<file path="config.mk">
export PLATFORM = sky130hd
export DESIGN_NAME = cfps_core
export DESIGN_NICKNAME = d
export VERILOG_FILES = /design/src/core/cfps_core.v /design/src/core/cfps_alu.v /design/src/core/cfps_stack.v
export VERILOG_INCLUDE_DIRS = /design/src /design/src/core
export SDC_FILE = /design/constraint.sdc
export NUM_CORES = 1
export LEC_CHECK = 0
export ABC_AREA = 1
export BUFFER_PORTS_ARGS = -buffer_cell sky130_fd_sc_hd__buf_2
export CAP_MARGIN = 40
export CORE_MARGIN = 2
export CORE_UTILIZATION = 50
export CTS_CLUSTER_DIAMETER = 120
export CTS_CLUSTER_SIZE = 14
export DETAILED_ROUTE_END_ITERATION = 8
export PLACE_DENSITY_LB_ADDON = 0.3
export SYNTH_ARGS = -nofsm -noshare
export SYNTH_HDL_FRONTEND = slang
export SYNTH_SLANG_ARGS = --single-unit
</file>
<file path="constraint.sdc">
create_clock -name mclk -period 8.9 [get_ports mclk]
set_input_delay 0.445 -clock mclk [delete_from_list [all_inputs] [get_ports mclk]]
set_output_delay 0.445 -clock mclk [all_outputs]
set_load 0.01 [all_outputs]
</file>
<file path="src/core/cfps_regs.vh">
// constants for the fetch, pc and stack sequencing core
// assumes inclusion by bare name from the core modules
`ifndef CFPS_REGS_VH
`define CFPS_REGS_VH
// phase one-hot codes
`define CFPS_PH_T1 4'h1
`define CFPS_PH_T2 4'h2
`define CFPS_PH_T3 4'h4
`define CFPS_PH_T4 4'h8
// execute operation codes presented by the decoder
`define CFPS_OP_NOP 4'h0
`define CFPS_OP_ALU 4'h1
`define CFPS_OP_JUMP 4'h2
`define CFPS_OP_CALL 4'h3
`define CFPS_OP_RET 4'h4
`define CFPS_OP_INTERRUPT_RETURN 4'h5
`define CFPS_OP_SKIP 4'h6
`define CFPS_OP_PCLW 4'h7
// alu function codes
`define CFPS_ALU_ADD 5'h00
`define CFPS_ALU_ADC 5'h01
`define CFPS_ALU_SUB 5'h02
`define CFPS_ALU_SBC 5'h03
`define CFPS_ALU_DAA 5'h04
`define CFPS_ALU_AND 5'h05
`define CFPS_ALU_OR 5'h06
`define CFPS_ALU_XOR 5'h07
`define CFPS_ALU_CPL 5'h08
`define CFPS_ALU_RR 5'h09
`define CFPS_ALU_RRC 5'h0a
`define CFPS_ALU_RL 5'h0b
`define CFPS_ALU_RLC 5'h0c
`define CFPS_ALU_INC 5'h0d
`define CFPS_ALU_DEC 5'h0e
`define CFPS_ALU_PASS 5'h0f
// status bit positions
`define CFPS_ST_C 0
`define CFPS_ST_AC 1
`define CFPS_ST_Z 2
`define CFPS_ST_OV 3
// pc reset value, pc increment and low byte width
`define CFPS_PC_RESET 12'h000
`define CFPS_PC_ONE 12'h001
`define CFPS_LOW_BITS 8
`endif

</file>
<file path="src/core/cfps_core.v">
// instruction sequencing core: phases, fetch pipeline, pc, stack and alu
// assumes a decoder outside presents op, target and alu fields from the
// fetched word, and program memory answers within one phase of the address
`timescale 1ns/100ps
`include "cfps_regs.vh"
module cfps_core
#(
    parameter PCW = 12,
    parameter IWW = 15,
    parameter DEPTH = 8,
    parameter IW = 3,
    parameter [PCW-1:0] INT_VECTOR = 12'h004
)
(
    // clock and reset
    input wire mclk,
    input wire reset,
    // program memory
    output reg [PCW-1:0] pmem_addr_q,
    output reg pmem_rd_q,
    input wire [IWW-1:0] pmem_data,
    // table read request, pointer given by data side
    input wire table_rd,
    input wire [PCW-1:0] table_addr,
    output reg [IWW-1:0] table_data_q,
    output reg table_valid_q,
    // decoded current instruction
    input wire [3:0] dec_op,
    input wire [PCW-1:0] dec_target,
    input wire [4:0] dec_alu_func,
    input wire dec_skip_on_zero,
    input wire dec_to_acc,
    // data operands and write back
    input wire [7:0] mem_operand,
    output reg [7:0] acc_q,
    output reg [7:0] wb_data_q,
    output reg wb_en_q,
    output reg [3:0] status_q,
    // pc low byte access
    input wire pcl_wr,
    input wire [7:0] pcl_wdata,
    output reg [7:0] pc_low_byte_q,
    // interrupt
    input wire int_req,
    output reg int_ack_q,
    output reg int_pending_q,
    // observation
    output reg [3:0] instruction_phases_q,
    output reg [IWW-1:0] ir_q,
    output reg ir_valid_q,
    output reg stack_full_q
);
    localparam S_RUN = 2'b01;
    localparam S_FLUSH = 2'b10;

    reg [PCW-1:0] pc_q;
    reg [PCW-1:0] pc_d;
    reg [1:0] state_q;
    reg [1:0] state_d;
    reg [PCW-1:0] push_value;
    reg push;
    reg pop;
    reg flush;
    reg ir_valid_d;
    reg table_q;
    wire t1;
    wire t4;
    wire [PCW-1:0] top_value;
    wire full;
    wire empty;
    wire [7:0] alu_result;
    wire [3:0] alu_status;
    wire alu_zero;
    wire [PCW-1:0] pc_plus;
    wire exec_ok;

    assign t1 = instruction_phases_q[0];
    assign t4 = instruction_phases_q[3];
    assign pc_plus = pc_q + `CFPS_PC_ONE;
    // a discarded instruction still occupies its slot but does nothing
    assign exec_ok = ir_valid_q && (state_q == S_RUN);

    // phase ring, one hot, rotates every mclk
    always @(posedge mclk)
    begin
        if (reset)
            instruction_phases_q <= `CFPS_PH_T1;
        else
            instruction_phases_q <= {instruction_phases_q[2:0],
                instruction_phases_q[3]};
    end

    cfps_stack
    #(
        .DEPTH(DEPTH),
        .IW(IW),
        .PCW(PCW)
    )
    u_stack
    (
        .mclk(mclk),
        .reset(reset),
        .push(push),
        .pop(pop),
        .push_value(push_value),
        .top_value(top_value),
        .full(full),
        .empty(empty)
    );

    cfps_alu u_alu
    (
        .op_a(acc_q),
        .op_b(mem_operand),
        .carry_in(status_q[`CFPS_ST_C]),
        .func(dec_alu_func),
        .result(alu_result),
        .status(alu_status),
        .zero_out(alu_zero)
    );

    // sequencing decisions taken at the end of execute (phase four)
    always @*
    begin
        pc_d = pc_q;
        state_d = S_RUN;
        push = 1'b0;
        pop = 1'b0;
        push_value = pc_q;
        flush = 1'b0;
        ir_valid_d = 1'b1;
        if (t4)
        begin
            if (int_pending_q && !full && exec_ok && dec_op != `CFPS_OP_CALL)
            begin
                // acknowledge only with a free level; the fetched word is redone later
                push = 1'b1;
                push_value = pc_q;
                pc_d = INT_VECTOR;
                flush = 1'b1;
            end
            else if (exec_ok)
            begin
                case (dec_op)
                    `CFPS_OP_JUMP:
                    begin
                        pc_d = dec_target;
                        flush = 1'b1;
                    end
                    `CFPS_OP_CALL:
                    begin
                        push = 1'b1;
                        // return lands on the word after the call, not the call again
                        push_value = pc_plus;
                        pc_d = dec_target;
                        flush = 1'b1;
                    end
                    `CFPS_OP_RET, `CFPS_OP_INTERRUPT_RETURN:
                    begin
                        pop = 1'b1;
                        pc_d = top_value;
                        flush = 1'b1;
                    end
                    `CFPS_OP_SKIP:
                    begin
                        if (alu_zero == dec_skip_on_zero)
                            flush = 1'b1;
                    end
                    `CFPS_OP_PCLW:
                    begin
                        pc_d = {pc_q[PCW-1:`CFPS_LOW_BITS], pcl_wdata};
                        flush = 1'b1;
                    end
                    default: pc_d = pc_q;
                endcase
            end
            if (!flush && pcl_wr && exec_ok)
            begin
                // low byte written by a data move: in-page jump plus dummy
                pc_d = {pc_q[PCW-1:`CFPS_LOW_BITS], pcl_wdata};
                flush = 1'b1;
            end
            if (flush)
            begin
                state_d = S_FLUSH;
                ir_valid_d = 1'b0;
            end
        end
        else
            state_d = state_q;
    end

    // pc, pipeline and fetch; pc advances at the start of each T1
    always @(posedge mclk)
    begin
        if (reset)
        begin
            pc_q <= `CFPS_PC_RESET;
            state_q <= S_RUN;
            pmem_addr_q <= `CFPS_PC_RESET;
            pmem_rd_q <= 1'b0;
            ir_q <= {IWW{1'b0}};
            ir_valid_q <= 1'b0;
            table_q <= 1'b0;
        end
        else
        begin
            pmem_rd_q <= 1'b0;
            if (t4)
            begin
                state_q <= state_d;
                if (flush)
                    pc_q <= pc_d;
                else
                    pc_q <= pc_plus;
                // fetch address for the coming T1
                pmem_addr_q <= flush ? pc_d : pc_plus;
                pmem_rd_q <= 1'b1;
                ir_valid_q <= ir_valid_d;
            end
            else if (t1)
            begin
                // latch fetched word; it executes in the next T2..T4
                ir_q <= pmem_data;
                if (table_rd)
                begin
                    pmem_addr_q <= table_addr;
                    pmem_rd_q <= 1'b1;
                    table_q <= 1'b1;
                end
            end
            else if (table_q)
                table_q <= 1'b0;
            if (t4 && state_q == S_FLUSH)
                state_q <= flush ? S_FLUSH : S_RUN;
        end
    end

    // table word return, one phase after its address
    always @(posedge mclk)
    begin
        if (reset)
        begin
            table_data_q <= {IWW{1'b0}};
            table_valid_q <= 1'b0;
        end
        else
        begin
            table_valid_q <= table_q && instruction_phases_q[1];
            if (table_q && instruction_phases_q[1])
                table_data_q <= pmem_data;
        end
    end

    // alu write back and status in phase four of a valid slot
    always @(posedge mclk)
    begin
        if (reset)
        begin
            acc_q <= 8'h00;
            wb_data_q <= 8'h00;
            wb_en_q <= 1'b0;
            status_q <= 4'h0;
        end
        else
        begin
            wb_en_q <= 1'b0;
            if (t4 && exec_ok && dec_op == `CFPS_OP_ALU)
            begin
                status_q <= alu_status;
                if (dec_to_acc)
                    acc_q <= alu_result;
                else
                begin
                    wb_data_q <= alu_result;
                    wb_en_q <= 1'b1;
                end
            end
            else if (t4 && exec_ok && dec_op == `CFPS_OP_SKIP && !dec_to_acc)
            begin
                // increment/decrement skips with dec_to_acc clear write their result back too
                wb_data_q <= alu_result;
                wb_en_q <= 1'b1;
            end
        end
    end

    // interrupt pending holds while the stack is full
    always @(posedge mclk)
    begin
        if (reset)
        begin
            int_pending_q <= 1'b0;
            int_ack_q <= 1'b0;
            stack_full_q <= 1'b0;
            pc_low_byte_q <= 8'h00;
        end
        else
        begin
            int_ack_q <= push && (pc_d == INT_VECTOR) && int_pending_q &&
                (dec_op != `CFPS_OP_CALL);
            // a new request wins over the clear by acknowledge
            if (int_req)
                int_pending_q <= 1'b1;
            else if (push && int_pending_q && dec_op != `CFPS_OP_CALL)
                int_pending_q <= 1'b0;
            stack_full_q <= full;
            pc_low_byte_q <= pc_q[`CFPS_LOW_BITS-1:0];
        end
    end
endmodule // cfps_core

</file>
<file path="src/core/cfps_alu.v">
// 8-bit alu with carry, half carry, zero and overflow results
// assumes operands and function are stable while the execute phase runs
`timescale 1ns/100ps
`include "cfps_regs.vh"
module cfps_alu
(
    // operands
    input wire [7:0] op_a,
    input wire [7:0] op_b,
    input wire carry_in,
    input wire [4:0] func,
    // results
    output reg [7:0] result,
    output reg [3:0] status,
    output reg zero_out
);
    reg [8:0] wide;
    reg [4:0] half;
    reg [7:0] adj;
    // one combinational function table; unused AC and OV are 0, unused C passes carry_in
    always @*
    begin
        wide = 9'h000;
        half = 5'h00;
        adj = 8'h00;
        status = 4'h0;
        case (func)
            `CFPS_ALU_ADD, `CFPS_ALU_ADC:
            begin
                wide = {1'b0, op_a} + {1'b0, op_b} + {8'h00, (func == `CFPS_ALU_ADC) & carry_in};
                half = {1'b0, op_a[3:0]} + {1'b0, op_b[3:0]} +
                    {4'h0, (func == `CFPS_ALU_ADC) & carry_in};
                status[`CFPS_ST_AC] = half[4];
                status[`CFPS_ST_OV] = (op_a[7] == op_b[7]) && (wide[7] != op_a[7]);
            end
            `CFPS_ALU_SUB, `CFPS_ALU_SBC:
            begin
                // carry set means no borrow
                wide = {1'b0, op_a} + {1'b0, ~op_b} +
                    {8'h00, (func == `CFPS_ALU_SUB) | carry_in};
                half = {1'b0, op_a[3:0]} + {1'b0, ~op_b[3:0]} +
                    {4'h0, (func == `CFPS_ALU_SUB) | carry_in};
                status[`CFPS_ST_AC] = half[4];
                status[`CFPS_ST_OV] = (op_a[7] != op_b[7]) && (wide[7] != op_a[7]);
            end
            `CFPS_ALU_DAA:
            begin
                adj = 8'h00;
                if (op_a[3:0] > 4'h9 || carry_in)
                    adj[3:0] = 4'h6;
                if (op_a > 8'h99 || carry_in)
                    adj[7:4] = 4'h6;
                wide = {1'b0, op_a} + {1'b0, adj};
                wide[8] = wide[8] | (op_a > 8'h99) | carry_in;
            end
            `CFPS_ALU_AND: wide = {1'b0, op_a & op_b};
            `CFPS_ALU_OR: wide = {1'b0, op_a | op_b};
            `CFPS_ALU_XOR: wide = {1'b0, op_a ^ op_b};
            `CFPS_ALU_CPL: wide = {1'b0, ~op_a};
            `CFPS_ALU_RR: wide = {1'b0, op_a[0], op_a[7:1]};
            `CFPS_ALU_RRC: wide = {op_a[0], carry_in, op_a[7:1]};
            `CFPS_ALU_RL: wide = {1'b0, op_a[6:0], op_a[7]};
            `CFPS_ALU_RLC: wide = {op_a[7], op_a[6:0], carry_in};
            `CFPS_ALU_INC: wide = {1'b0, op_a + 8'h01};
            `CFPS_ALU_DEC: wide = {1'b0, op_a - 8'h01};
            default: wide = {1'b0, op_a};
        endcase
        result = wide[7:0];
        // only arithmetic and rotate-through-carry touch carry
        case (func)
            `CFPS_ALU_ADD, `CFPS_ALU_ADC, `CFPS_ALU_SUB, `CFPS_ALU_SBC,
            `CFPS_ALU_DAA, `CFPS_ALU_RRC, `CFPS_ALU_RLC:
                status[`CFPS_ST_C] = wide[8];
            default: status[`CFPS_ST_C] = carry_in;
        endcase
        status[`CFPS_ST_Z] = (wide[7:0] == 8'h00);
        zero_out = (wide[7:0] == 8'h00);
    end
endmodule // cfps_alu

</file>
<file path="src/core/cfps_stack.v">
// return stack holding program counter values only
// assumes push and pop never arrive in the same cycle
`timescale 1ns/100ps
`include "cfps_regs.vh"
module cfps_stack
#(
    parameter DEPTH = 8,
    parameter IW = 3,
    parameter PCW = 12
)
(
    // clock and reset
    input wire mclk,
    input wire reset,
    // push and pop
    input wire push,
    input wire pop,
    input wire [PCW-1:0] push_value,
    output wire [PCW-1:0] top_value,
    // fill state
    output wire full,
    output wire empty
);
    reg [PCW-1:0] mem_q [0:DEPTH-1];
    reg [IW:0] stack_index_q;
    wire [IW-1:0] wr_slot;
    wire [IW-1:0] rd_slot;
    // index counts stored levels; overflow wraps and overwrites the oldest
    assign wr_slot = stack_index_q[IW-1:0];
    assign rd_slot = stack_index_q[IW-1:0] - {{(IW-1){1'b0}}, 1'b1};
    assign top_value = mem_q[rd_slot];
    assign full = ({{(31-IW){1'b0}}, stack_index_q} == DEPTH);
    assign empty = (stack_index_q == {(IW+1){1'b0}});
    // index update
    always @(posedge mclk)
    begin
        if (reset)
            stack_index_q <= {(IW+1){1'b0}};
        else if (push)
        begin
            if (full)
                stack_index_q <= {{IW{1'b0}}, 1'b1};
            else
                stack_index_q <= stack_index_q + {{IW{1'b0}}, 1'b1};
        end
        else if (pop && !empty)
            stack_index_q <= stack_index_q - {{IW{1'b0}}, 1'b1};
    end
    // storage, no reset needed for data
    always @(posedge mclk)
    begin
        if (push)
            mem_q[wr_slot] <= push_value;
    end
endmodule // cfps_stack

</file>
==> metrics.yaml <==
critical_path:
  worstPathRequired_ns: 9.29
  critPathMostFrequentCell: "nand2_1"
  critPathArrivalTime_ns: 4.81
  path_buf_inv: 5
  ff2ff_path_depth: 26
  reg2reg_to: "pc_q[10]$_SDFFE_PP0P_"
  r2r_start: "acc_q[1]$_SDFFE_PP0P_"
  crit_type: "register to register"
  reg2reg_slack_ns: 4.47
  max_stage_delay_ns: 0.64
  startpoint_type: "register"
  cp-end-kind: "register"
  cp_slowest_cell: "dfxtp_1"
  worstPathMaxFanout: 13
  crit_family: "simple AND/OR/NAND/NOR gates"
synthesis:
  yosysMostFrequentCell: "nand2_1"
  synthAdderAreaFrac_pct: 5.20
  synth_top_family_by_area: "simple AND/OR/NAND/NOR gates"
  synth_seq_area_share_pct: 44.5
  synth_flop_cell: "dfxtp_1"
  synth_enable_flop_cells: 96
  synthCells: 1440
  synth_area_leaders: "edfxtp_1 (26%), dfxtp_1 (18%), nand2_1 (9.4%)"
  yosys.area_share.simple_pct: 26.3
  synth.area.mux_share_pct: 1.10
  syn_area_um2: 11000
  syn_nets: 1553
  ys_async_sr_fraction_pct: 0
  synth_top_cell_area_share_pct: 26.3
  synth_xor_xnor_area_share_pct: 1.20
  synth.largest_area_cell: "edfxtp_1"
  yosys_warnings: 0
  ys_types: 45
  syn_avg_cell_area_um2: 7.61
  synth_compound_area_share_pct: 13.1
  ys_top_cells_by_count: "nand2_1 (276), nor2_1 (233), inv_1 (175), o21ai_0 (134), nand3_1 (103)"
  synth.ff_latch_count: 196
floorplanning:
  initial_core_util_pct: 50.6
  core-area_um2: 21700
  fp.dieH_um: 152
  dieArea_um2: 23100
  core.rowCount: 54
  die_w_um: 152
  io_pins: 152
sta:
  fmax_mhz: 226
  worst_slew_pin_slew_ns: 0.930
  fin_ws_ns: 4.47
  rsz0062_at_grt: "false"
  slew_viol_final: 0
  period_share_pct: 49.7
  holdWs_ns: 0.218
  fin_skew_ns: 0.0108
  finalHoldViolations: 0
  timing.setup.tns_ns: 0
  post-route-min-period_ns: 4.43
  slew_headroom_pct: 37.3
  finalSetupViolCount: 0
route:
  num_vias: 10200
  post-route-drc-count: 0
  via_per_inst: 5.49
  wl_um: 31000
  dr.pass1.iters: 8
  ant_nets: 0
  post_drt_wl_per_cell_um: 16.7
  drt_iter0_drc: 766
run_status:
  status: "complete, no violations"
clocking:
  root_buffer: "clkbuf_16"
  clkLatencyLatePin_ns: 0.43
  htreeDepth: 4
  cts.sinks: 196
  post_cts_buffers: 0
  cts_resized: 0
  postCtsHoldBufs: 0
  clk_path_buf_depth: 2
  cts_tree: "built"
  clk_pin_slew_ns: 0.07
  cts_made_buffers: 17
cells_and_area:
  antenna_cells: 0
  synthToLayoutAreaGrowth_pct: 14.7
  fillCellCount: 1995
  fin_util_pct: 58.0
  drive_gt1_share_pct: 14.7
  nets: 1681
min_path:
  hp-class: "input pin to register"
  hold_start: "int_req"
  hold_depth: 3
  min_to: "int_pending_q$_SDFFE_PP0P_"
power:
  ir_drop_v: 0.000136
  p_total_mw: 1.90
  p_leak_nw: 5.92
  power.density_nw_per_um2: 151
global_routing:
  grt_max_degree: 54
  grt_use_total_pct: 26.5
  overflow: 0
  grt_pass1_vias: 9622
  antenna_found_initial: 2
  grt_pass1_wl_um: 49700
run:
  max_cap_viol_count: 0
placement:
  dp_slack_ns: 4.56
  dp_hpwl_um: 22800
  port_buffers: 151
  gp_congestion: 0.986
==> placed cells by master (no fill, tap or decap), drive strengths merged <==
cell type	count
a211oi	1
a21boi	1
a21oi	51
a221oi	1
a22oi	1
a31oi	8
a32oi	1
a41oi	1
and2	1
buf	172
bufinv	1
clkbuf	19
clkinv	7
dfxtp	100
edfxtp	96
fa	6
ha	36
inv	185
mux2i	12
nand2	288
nand3	106
nand3b	2
nand4	33
nor2	237
nor3	7
nor3b	1
nor4	3
o211ai	20
o21a	4
o21ai	136
o221ai	12
o22ai	1
o32ai	12
or2	4
xnor2	2
xor2	13
==> sequential cells by signal, indices dropped and copies added, names as in the netlist, 2 cells and up <==
| register | flops |
|---|---|
| acc_q | 8 |
| instruction_phases_q | 4 |
| ir_q | 15 |
| pc_low_byte_q | 8 |
| pc_q | 12 |
| pmem_addr_q | 12 |
| state_q | 2 |
| status_q | 4 |
| table_data_q | 15 |
| u_stack.mem_q | 96 |
| u_stack.stack_index_q | 4 |
| wb_data_q | 8 |
==> metal layers <==
metal | up-vias | GRT usage, % | part of all wire, % | wire length [um]
li1 | 5024 | - | - | -
met1 | 4716 | 37.4 | 45 | 13900
met2 | 434 | 40.8 | 44 | 13800
met3 | 38 | 6.96 | 9.3 | 2890
met4 | 2 | 6.23 | 1.3 | 399
met5 | - | 0 | 0.052 | 16
==> worst reg2reg max path: stages, from the launching register on <==
cell and delay (ns):
dfxtp_1 0.64, inv_1 0.27, a21oi_1 0.25, nor2_1 0.10, inv_1 0.09, ha_1 0.17, inv_1 0.06, fa_1 0.37
inv_1 0.07, nand2_1 0.08, nor2_1 0.18, o21ai_0 0.14, nand2_1 0.08, nand2_1 0.04, nand2_1 0.08, nor2_1 0.05
nor2_1 0.09, nand3_1 0.12, nor2_1 0.16, nand3_1 0.12, nand2_1 0.10, nand2_2 0.08, a21boi_2 0.53, nand4_1 0.25
nand3_1 0.14, nand2_1 0.05, inv_1 0.06
==> metrics by stage <==
stage          instances  instance area, um2
2_1_floorplan       1440               11000
3_3_place_gp        1822               11900
3_5_place_dp        1828               12000
4_1_cts             1860               12600
5_1_grt             1861               12600
6_report            1861               12600
==> how the worst max path moves through the flow <==
stage / end / slack, ns / start / cells after the start
2_1_floorplan: pc_q[11]$_SDFFE_PP0P_ / 5.44 / acc_q[3]$_SDFFE_PP0P_ / 31
3_3_place_gp: pc_q[6]$_SDFFE_PP0P_ / 4.63 / dec_alu_func[2] / 25
3_5_place_dp: pc_q[10]$_SDFFE_PP0P_ / 4.56 / dec_alu_func[2] / 23
4_1_cts: pc_q[10]$_SDFFE_PP0P_ / 4.60 / acc_q[1]$_SDFFE_PP0P_ / 26
5_1_grt: pc_q[1]$_SDFFE_PP0P_ / 3.99 / acc_q[1]$_SDFFE_PP0P_ / 26
6_report: pc_q[10]$_SDFFE_PP0P_ / 4.47 / acc_q[1]$_SDFFE_PP0P_ / 26
==> layout make-up <==
| type | count | area [um2] | area share [%] |
|---|---|---|---|
| multi-input combinational | 1001 | 5140 | 40.9 |
| sequential | 196 | 4890 | 38.8 |
| timing repair buffer | 172 | 936 | 7.44 |
| inverter | 180 | 676 | 5.37 |
| clock buffer | 19 | 454 | 3.61 |
| tap | 280 | 350 | 2.79 |
| clock inverter | 13 | 133 | 1.05 |
==> cells by family after synthesis <==
kind of cell / Yosys count
and+or+nand+nor: 682
xor gates and xnor gates: 15
buffers and inverters: 243
DFF: 196
muxes: 12
AOI/OAI and AO/OA: 250
adders and majority gates: 42
==> report_power, final <==
group,switching (mW),internal [mW]
sequential,0.00887,0.953
combinational,0.114,0.0605
clock,0.364,0.400
Power figures use the tool's default switching activity.
